$ cat config.mk
export PLATFORM = sky130hd
export DESIGN_NAME = tmr2_timer
export DESIGN_NICKNAME = d
export VERILOG_FILES = /design/src/pkg/tmr2_pkg.sv /design/src/core/tmr2_timer.sv
export SDC_FILE = /design/constraint.sdc
export NUM_CORES = 1
export LEC_CHECK = 0
export BUFFER_PORTS_ARGS = -buffer_cell sky130_fd_sc_hd__buf_2
export CORE_MARGIN = 10
export CORE_UTILIZATION = 45
export DETAILED_ROUTE_END_ITERATION = 6
export HOLD_SLACK_MARGIN = 0.08
export PLACE_DENSITY = 0.71
export SLEW_MARGIN = 10
export SYNTH_ARGS = -nofsm -noshare
export SYNTH_HDL_FRONTEND = slang
export SYNTH_SLANG_ARGS = --single-unit
$ cat constraint.sdc
create_clock -name clk_sys -period 2.3 [get_ports clk_sys]
set_clock_uncertainty 0.2 [all_clocks]
set_input_delay 0.46 -clock clk_sys [delete_from_list [all_inputs] [get_ports clk_sys]]
set_output_delay 0.46 -clock clk_sys [all_outputs]
set_load 0.01 [all_outputs]
$ cat src/pkg/tmr2_pkg.sv
// Package with register map, field positions and reset values of the second timer.
package tmr2_pkg;
    // ****************************************
    // Register byte addresses
    // ****************************************
    localparam logic [11:0] ADDR_CONTROL     = 12'h000;
    localparam logic [11:0] ADDR_COUNT_LOW   = 12'h004;
    localparam logic [11:0] ADDR_COUNT_HIGH  = 12'h008;
    localparam logic [11:0] ADDR_CAPTURE_LOW = 12'h00c;
    localparam logic [11:0] ADDR_CAPTURE_HIGH= 12'h010;
    localparam logic [11:0] ADDR_IRQ_STATUS  = 12'h014;
    localparam logic [11:0] ADDR_IRQ_MASK    = 12'h018;
    // ****************************************
    // Control register fields
    // ****************************************
    localparam int CTL_OVF   = 7;
    localparam int CTL_EXF   = 6;
    localparam int CTL_RCLK  = 5;
    localparam int CTL_TRANSMIT_CLOCK_SELECT  = 4;
    localparam int CTL_EXEN  = 3;
    localparam int CTL_RUN   = 2;
    localparam int CTL_CSEL  = 1;
    localparam int CTL_CPRL  = 0;
    localparam logic [7:0] CTL_RESET  = 8'h00;
    localparam logic [7:0] BYTE_RESET = 8'h00;
    // ****************************************
    // Interrupt status fields
    // ****************************************
    localparam int IRQ_OVF   = 0;
    localparam int IRQ_EXT   = 1;
    localparam int IRQ_W     = 2;
    localparam logic [1:0] IRQ_RESET = 2'h0;
    // Internal timer ticks once per machine cycle of twelve clocks.
    localparam int MACHINE_DIV = 12;
    localparam logic [15:0] COUNT_MAX = 16'hffff;
    typedef enum logic [1:0] {
        TMR2_OFF     = 2'b00,
        TMR2_RELOAD  = 2'b01,
        TMR2_CAPTURE = 2'b11,
        TMR2_BAUD    = 2'b10
    } tmr2_mode_t;
endpackage : tmr2_pkg

$ cat src/core/tmr2_timer.sv
// Second 16-bit timer/counter with capture, auto-reload and baud modes, APB slave.
//
// Added by the designer: the placing of the registers and the APB slave port.
`timescale 1ns/1ps
// Functional notes
// RQ1 - Count register is 16 bits, split into low and high bytes.
// RQ2 - Five registers: count low/high, control, capture low/high.
// RQ3 - Counter-select bit picks machine cycles or external event edges.
// RQ4 - Run plus clock-select picks baud; else capture or reload; run off stops.
// RQ5 - Trigger falling edge with enable causing capture or reload sets external flag.
// RQ6 - External flag at one requests the timer interrupt when enabled; irq uses status bit 1, set with the flag and cleared by a status read.
// RQ7 - External flag is never cleared by hardware; software writes control.
// RQ8 - Receive clock-select routes this timer's overflow to serial receive clock.
// RQ9 - Receive clock-select zero routes timer 1 overflow to receive clock.
// RQ10 - Capture mode overflow sets overflow flag, which can interrupt.
// RQ11 - Capture mode trigger edge copies count bytes into capture bytes.
// RQ12 - Reload mode rollover sets flag, reloads; trigger edge also reloads.
// RQ13 - Transmit clock-select picks this timer or timer 1 overflow for transmit.
// RQ14 - Overflow flag sticky until software clears; not set in baud mode.
module tmr2_timer (
    input  wire logic        clk_sys,
    input  wire logic        arst_n,
    input  wire logic        psel,
    input  wire logic        penable,
    input  wire logic        pwrite,
    input  wire logic [11:0] paddr,
    input  wire logic [31:0] pwdata,
    output logic      [31:0] prdata,
    output logic             pready,
    output logic             pslverr,
    input  wire logic        external_trigger_pin,
    input  wire logic        event_pin,
    input  wire logic        timer1_overflow,
    output logic             serial_rx_clock,
    output logic             serial_tx_clock,
    output logic             irq
);
    // ****************************************
    // Pin synchronisers
    // ****************************************
    logic [2:0] trig_sync;
    logic [2:0] evt_sync;
    logic       trig_level;
    logic       evt_level;
    // The trigger pin idles high, so the stages reset high and no false edge follows reset.
    always_ff @(posedge clk_sys or negedge arst_n) begin
        if (!arst_n) begin
            trig_sync  <= 3'h7;
            trig_level <= 1'b1;
        end else begin
            trig_sync <= {trig_sync[1:0], external_trigger_pin};
            if (trig_sync[1] == trig_sync[2]) begin
                trig_level <= trig_sync[2];
            end
        end
    end

    // The event pin is filtered the same way before its falling edges are counted.
    always_ff @(posedge clk_sys or negedge arst_n) begin
        if (!arst_n) begin
            evt_sync  <= 3'h7;
            evt_level <= 1'b1;
        end else begin
            evt_sync <= {evt_sync[1:0], event_pin};
            if (evt_sync[1] == evt_sync[2]) begin
                evt_level <= evt_sync[2];
            end
        end
    end
    // A filtered level only changes when two stages agree, so glitches are dropped.
    wire trig_fall = trig_level & ~trig_sync[2] & ~trig_sync[1];
    wire evt_fall  = evt_level & ~evt_sync[2] & ~evt_sync[1];

    // ****************************************
    // Registers and mode decode
    // ****************************************
    logic [7:0]  control;
    logic [7:0]  count_low_byte;
    logic [7:0]  count_high_byte;
    logic [7:0]  capture_low_byte;
    logic [7:0]  capture_high_byte;
    logic [1:0]  irq_status;
    logic [1:0]  irq_mask;
    logic [3:0]  prescale;

    wire overflow_flag           = control[tmr2_pkg::CTL_OVF];
    wire external_flag           = control[tmr2_pkg::CTL_EXF];
    wire receive_clock_select    = control[tmr2_pkg::CTL_RCLK];
    wire transmit_clock_select   = control[tmr2_pkg::CTL_TRANSMIT_CLOCK_SELECT];
    wire external_trigger_enable = control[tmr2_pkg::CTL_EXEN];
    wire run_bit                 = control[tmr2_pkg::CTL_RUN];
    wire counter_select          = control[tmr2_pkg::CTL_CSEL];
    wire capture_reload_select   = control[tmr2_pkg::CTL_CPRL];

    tmr2_pkg::tmr2_mode_t mode;
    assign mode = !run_bit ? tmr2_pkg::TMR2_OFF :                             // [RQ4]
        (receive_clock_select | transmit_clock_select) ? tmr2_pkg::TMR2_BAUD :
        capture_reload_select ? tmr2_pkg::TMR2_CAPTURE : tmr2_pkg::TMR2_RELOAD;

    wire machine_tick = (prescale == 4'(tmr2_pkg::MACHINE_DIV - 1));
    wire tick = counter_select ? evt_fall : machine_tick;                    // [RQ3]
    wire running = (mode != tmr2_pkg::TMR2_OFF);
    wire [15:0] count = {count_high_byte, count_low_byte};                   // [RQ1]
    wire rollover = running & tick & (count == tmr2_pkg::COUNT_MAX);
    wire baud_mode = (mode == tmr2_pkg::TMR2_BAUD);
    // The trigger pin is ignored while the timer clocks the serial port.
    wire trig_act = trig_fall & external_trigger_enable & running & ~baud_mode;
    wire do_capture = trig_act & (mode == tmr2_pkg::TMR2_CAPTURE);           // [RQ11]
    wire do_reload = (rollover & ~(mode == tmr2_pkg::TMR2_CAPTURE))         // [RQ12]
        | (trig_act & (mode == tmr2_pkg::TMR2_RELOAD));
    wire set_ovf = rollover & ~baud_mode;                                    // [RQ10] [RQ14]
    wire set_exf = trig_act;                                                 // [RQ5]
    wire [15:0] next_count = do_reload ? {capture_high_byte, capture_low_byte} :
        (running & tick) ? 16'(count + 16'h0001) : count;

    // ****************************************
    // APB decode
    // ****************************************
    wire wr_en = psel & penable & pwrite;
    wire rd_en = psel & penable & ~pwrite;
    wire sel_ctl  = (paddr == tmr2_pkg::ADDR_CONTROL);
    wire sel_cl   = (paddr == tmr2_pkg::ADDR_COUNT_LOW);
    wire sel_ch   = (paddr == tmr2_pkg::ADDR_COUNT_HIGH);
    wire sel_pl   = (paddr == tmr2_pkg::ADDR_CAPTURE_LOW);
    wire sel_ph   = (paddr == tmr2_pkg::ADDR_CAPTURE_HIGH);
    wire sel_st   = (paddr == tmr2_pkg::ADDR_IRQ_STATUS);
    wire sel_mk   = (paddr == tmr2_pkg::ADDR_IRQ_MASK);
    wire mapped   = sel_ctl | sel_cl | sel_ch | sel_pl | sel_ph | sel_st | sel_mk;
    wire [7:0] wbyte = pwdata[7:0];

    // Read data for one register word; unmapped words read as zero.
    function automatic logic [31:0] read_word(
        input logic [11:0] addr,
        input logic [7:0]  ctl,
        input logic [15:0] cnt,
        input logic [15:0] cap,
        input logic [1:0]  status,
        input logic [1:0]  mask
    );
        logic [31:0] word;
        word = 32'h0;
        case (addr)
            tmr2_pkg::ADDR_CONTROL:      word = {24'h0, ctl};
            tmr2_pkg::ADDR_COUNT_LOW:    word = {24'h0, cnt[7:0]};
            tmr2_pkg::ADDR_COUNT_HIGH:   word = {24'h0, cnt[15:8]};
            tmr2_pkg::ADDR_CAPTURE_LOW:  word = {24'h0, cap[7:0]};
            tmr2_pkg::ADDR_CAPTURE_HIGH: word = {24'h0, cap[15:8]};
            tmr2_pkg::ADDR_IRQ_STATUS:   word = {30'h0, status};
            tmr2_pkg::ADDR_IRQ_MASK:     word = {30'h0, mask};
            default:                     word = 32'h0;
        endcase
        return word;
    endfunction : read_word

    wire [31:0] next_rdata = read_word(paddr, control, count,                // [RQ2]
        {capture_high_byte, capture_low_byte}, irq_status, irq_mask);

    // Flags set by hardware win over a software write in the same cycle.
    wire [7:0] ctl_wr = (wr_en & sel_ctl) ? wbyte : control;
    wire [7:0] next_control = {ctl_wr[7] | set_ovf,                           // [RQ14]
                               ctl_wr[6] | set_exf,                           // [RQ7]
                               ctl_wr[5:0]};
    wire [1:0] events = {set_exf, set_ovf};
    wire [1:0] next_status = ((rd_en & sel_st) ? 2'h0 : irq_status) | events;

    // ****************************************
    // Prescaler
    // ****************************************
    // The prescaler runs freely, so the first internal tick after a start may come early.
    always_ff @(posedge clk_sys or negedge arst_n) begin
        if (!arst_n) begin
            prescale <= 4'h0;
        end else begin
            prescale <= machine_tick ? 4'h0 : 4'(prescale + 4'h1);
        end
    end

    // ****************************************
    // Control and counter registers
    // ****************************************
    always_ff @(posedge clk_sys or negedge arst_n) begin
        if (!arst_n) begin
            control <= tmr2_pkg::CTL_RESET;
        end else begin
            control <= next_control;
        end
    end

    // A write to a count byte overrides counting in the same cycle.
    always_ff @(posedge clk_sys or negedge arst_n) begin
        if (!arst_n) begin
            count_low_byte <= tmr2_pkg::BYTE_RESET;
        end else begin
            count_low_byte <= (wr_en & sel_cl) ? wbyte : next_count[7:0];
        end
    end

    always_ff @(posedge clk_sys or negedge arst_n) begin
        if (!arst_n) begin
            count_high_byte <= tmr2_pkg::BYTE_RESET;
        end else begin
            count_high_byte <= (wr_en & sel_ch) ? wbyte : next_count[15:8];
        end
    end

    // ****************************************
    // Capture registers
    // ****************************************
    // A trigger edge cannot be repeated, so a capture wins over a software write.
    always_ff @(posedge clk_sys or negedge arst_n) begin
        if (!arst_n) begin
            capture_low_byte <= tmr2_pkg::BYTE_RESET;
        end else if (do_capture) begin
            capture_low_byte <= count_low_byte;
        end else if (wr_en & sel_pl) begin
            capture_low_byte <= wbyte;
        end
    end

    always_ff @(posedge clk_sys or negedge arst_n) begin
        if (!arst_n) begin
            capture_high_byte <= tmr2_pkg::BYTE_RESET;
        end else if (do_capture) begin
            capture_high_byte <= count_high_byte;
        end else if (wr_en & sel_ph) begin
            capture_high_byte <= wbyte;
        end
    end

    // ****************************************
    // Interrupt status and mask
    // ****************************************
    always_ff @(posedge clk_sys or negedge arst_n) begin
        if (!arst_n) begin
            irq_status <= tmr2_pkg::IRQ_RESET;
        end else begin
            irq_status <= next_status;
        end
    end

    always_ff @(posedge clk_sys or negedge arst_n) begin
        if (!arst_n) begin
            irq_mask <= tmr2_pkg::IRQ_RESET;
        end else if (wr_en & sel_mk) begin
            irq_mask <= pwdata[1:0];
        end
    end

    // The line is registered, so it never glitches while status and mask change together.
    always_ff @(posedge clk_sys or negedge arst_n) begin
        if (!arst_n) begin
            irq <= 1'b0;
        end else begin
            irq <= |(next_status & irq_mask);                                // [RQ6]
        end
    end

    // ****************************************
    // Bus responses
    // ****************************************
    // Zero wait states: every access phase ends in the cycle after its setup.
    always_ff @(posedge clk_sys or negedge arst_n) begin
        if (!arst_n) begin
            pready <= 1'b0;
        end else begin
            pready <= psel & ~penable;
        end
    end

    always_ff @(posedge clk_sys or negedge arst_n) begin
        if (!arst_n) begin
            pslverr <= 1'b0;
        end else begin
            pslverr <= psel & ~penable & ~mapped;
        end
    end

    // Read data stands only in the access cycle and reads zero otherwise.
    always_ff @(posedge clk_sys or negedge arst_n) begin
        if (!arst_n) begin
            prdata <= 32'h0;
        end else begin
            prdata <= (psel & ~penable & ~pwrite) ? next_rdata : 32'h0;
        end
    end

    // ****************************************
    // Serial clock routing
    // ****************************************
    // Overflow pulses are sent even when software ignores the flag.
    wire t2_pulse = rollover;
    // Both lines lag their source by one cycle, so receive and transmit stay aligned.
    always_ff @(posedge clk_sys or negedge arst_n) begin
        if (!arst_n) begin
            serial_rx_clock <= 1'b0;
        end else begin
            serial_rx_clock <= receive_clock_select ? t2_pulse : timer1_overflow;  // [RQ8] [RQ9]
        end
    end

    always_ff @(posedge clk_sys or negedge arst_n) begin
        if (!arst_n) begin
            serial_tx_clock <= 1'b0;
        end else begin
            serial_tx_clock <= transmit_clock_select ? t2_pulse : timer1_overflow; // [RQ13]
        end
    end
endmodule : tmr2_timer

==> metrics.csv <==
stage,metric,value,unit
grt,antenna_found_initial,0,
clock_tree,numCtsBuffers,9,
placement,place_area,4610,sq um
clock_tree,ctsRootBufferMaster,clkbuf_8,
clock_tree,clock-sinks,69,
routing,first_pass_iters,6,
die,die_y,114,um
synthesis,synth_top_family_by_area,simple AND/OR/NAND/NOR gates,
critical_path,cp.arrival,2330,ps
grt,grt_pass1_wl,17400,um
routing,drc,0,
routing,vias,3375,
synthesis,syn-instance-count,406,
flow_run,maxCapViolations,0,
routing,ant_nets,0,
critical_path,endpoint_kind,flip-flop,
synthesis,synth.avg_cell_area,9.85,sq um
timing,finalSetupViolCount,0,
clock_tree,cts_tree,done,
placement,gp_congestion,0.910,
clock_tree,clockBufferDepth,2,
worst_hold_path,hold_depth,2,
power_and_ir_drop,ir_worst_vdd,0.000249,V
outcome,status,"finished, final reports clean",
routing,routed_wl,10900,um
placement,hpwl,8030,um
die,die_area,13100,sq um
power_and_ir_drop,powerDensity,503,nW/um^2
grt,gr-total-overflow,0,
synthesis,synth_xor_area_share,3.50,%
die,rows,34,
die,num_io_pins,89,
timing,holdWs,121,ps
timing,min_period,2260,ps
synthesis,synth_edf_count,0,
final_layout,fill_cells,759,
final_layout,diodes,0,
die,core_area,8680,sq um
timing,drv_slew,0,
critical_path,critPathKind,reg2reg,
synthesis,synthAdderAreaFrac,1.13,%
clock_tree,clk_pin_slew,80,ps
final_layout,stdcell_area,4970,sq um
routing,drtIter0Drc,213,
synthesis,synth.distinct_cells,59,
die,die_w,114,um
synthesis,async_flop_share,100,%
synthesis,synth-simple-area-share,18.7,%
final_layout,drive_above_1_share,33.4,%
critical_path,critPathLaunchType,flip-flop,
synthesis,synthMuxAreaShare,14.3,%
placement,dp_worst_setup_slack,-150,ps
worst_hold_path,hp-class,in2reg,
timing,report.final.hold_viol_count,0,
critical_path,worstPathRequired,2370,ps
synthesis,ys_seq_area_share,43.4,%
final_layout,area_growth,24.2,%
critical_path,ff2ff_path_depth,7,
final_layout,nets,547,
timing,setup_ws,36.8,ps
grt,grt_usage,16.6,%
synthesis,synth-main-ff-cell,dfrtp_1,
synthesis,synth_compound_area_share,10.8,%
power_and_ir_drop,p_leak,2.28,nW
clock_tree,cts_max_level,3,
grt,grt_pass1_vias,3460,
synthesis,ys_ff_latch,69,
timing,fmax,0.442,GHz
timing,timing.final.crit_share,98.4,%
synthesis,yosysWarnings,0,
critical_path,regToRegSetupSlack,40,ps
routing,routedWlPerCell,18.1,um
die,start_util,46.1,%
clock_tree,clk_latency,370,ps
routing,via_per_inst,5.58,
grt,grt_max_degree,33,
critical_path,critPathMaxFanout,7,
placement,portBuffers,40,
synthesis,syn_area,4000,sq um
-- metal layers --
layer  track usage [%]  up-vias  share of wire (%)
li1                  -     1584                  -
met1              21.4     1630                 41
met2              26.2      142                 49
met3              4.56       19                8.1
met4              5.35        0                1.5
met5                 0        -                  0
-- state kept, by name, summed over array words and instances (netlist names), 3 cells and up --
| name | cells |
|---|---|
| prescale | 4 |
| count_high_byte | 8 |
| trig_sync | 3 |
| evt_sync | 3 |
| prdata | 8 |
| capture_low_byte | 8 |
| count_low_byte | 8 |
| control | 8 |
| capture_high_byte | 8 |
-- cell usage after synthesis (3+ instances only) --
| library cell | instances | area [sq um] |
|---|---|---|
| a22oi_1 | 5 | 37.5 |
| dfstp_2 | 8 | 210 |
| o211ai_1 | 7 | 52.6 |
| o21ai_0 | 9 | 45.0 |
| nor2_1 | 30 | 113 |
| a31oi_1 | 3 | 18.8 |
| and3_1 | 3 | 18.8 |
| nand3_1 | 23 | 115 |
| nor4bb_1 | 4 | 40.0 |
| buf_1 | 3 | 11.3 |
| clkbuf_1 | 13 | 48.8 |
| buf_2 | 7 | 35.0 |
| xor2_1 | 11 | 96.3 |
| dfrtp_1 | 61 | 1530 |
| nor4_1 | 7 | 43.8 |
| xnor2_1 | 5 | 43.8 |
| nor3b_1 | 3 | 22.5 |
| a21oi_1 | 25 | 125 |
| nand4_1 | 3 | 18.8 |
| inv_1 | 4 | 15.0 |
| and4_1 | 3 | 26.3 |
| nand2_1 | 39 | 146 |
| mux2i_1 | 31 | 310 |
| buf_4 | 24 | 180 |
| mux2_2 | 22 | 248 |
| nor3_1 | 7 | 35.0 |
-- cell families (layout without fill, tap and decap cells) --
group | count (synthesis) | in the layout
AOI/OAI and AO/OA | 67 | 67
xor gates and xnor gates | 16 | 16
adders and majority gates | 4 | 4
buffers and inverters | 54 | 122
DFF | 69 | 69
muxes | 54 | 54
other | 1 | 24
and+or+nand+nor | 141 | 141
-- final timing paths --
path,startpoint,endpoint
setup / recovery,count_low_byte[4],count_high_byte[4]
hold / removal,penable,pready
setup reg to reg,count_low_byte[4],count_high_byte[4]
hold reg to reg,trig_sync[0],trig_sync[1]
max in group asynchronous,arst_n,count_low_byte[0]
min in group asynchronous,arst_n,prescale[0]
-- per-stage QoR --
stage | power (W) | instances | setup TNS, ps | utilization [%]
floorplan | 0.00136 | 429 | 0 | -
global placement | 0.00142 | 584 | -1730 | 53.1
detailed placement | 0.00142 | 584 | -3140 | 53.1
CTS | 0.00251 | 602 | -4.13 | 56.1
global route | 0.00259 | 605 | -44.5 | 57.2
finish | 0.00250 | 605 | 0 | 57.2
-- area by class of cell --
type                    instances  area [sq um]  area share, %
clock buffers                   9           124           2.49
clock inverters                 6          88.8           1.79
inverters                       4          15.0          0.302
multi-input cells             306          2130           42.9
flip-flops and latches         69          1740           35.0
well taps                     108           135           2.72
repair buffers                103           734           14.8
-- worst max-delay path, stage by stage (launching register included) --
cell      delay, ps
dfrtp_1         360
nand4_1         180
or4_4           590
o22a_4          250
buf_12          140
buf_6           110
mux2i_1         110
o211ai_1        220
-- cells in the final DEF (no fill, tap or decap), drive strengths merged, types with 5 or more instances in the layout --
cell    synthesis  routed
dfstp           8       8
a22oi           5       5
o21ai           9       9
mux2           23      23
nor2           30      30
xnor2           5       5
nand2          39      39
clkbuf         14       9
a21oi          25      25
mux2i          31      31
nand3          25      25
o211ai          7       7
nor4            7       7
xor2           11      11
buf            36     100
conb            1      24
dfrtp          61      61
nor3            8       8
-- repair_timing --
action                                 in CTS  in global routing
hold buffers                                3                  0
endpoints found under the hold margin      10                  0
gates cloned                                0                  0
resized for setup                           4                 14
setup buffers                               0                  3
setup endpoints to repair                  20                 21
pin swaps                                   1                  8
-- where the power goes --
part           internal (W)  leakage (nW)  switching [W]
Sequential          0.00123         0.807     0.00000945
Clock              0.000603         0.101       0.000485
Combinational     0.0000628          1.37       0.000105
Note: power is estimated with default switching activity, not from simulation.
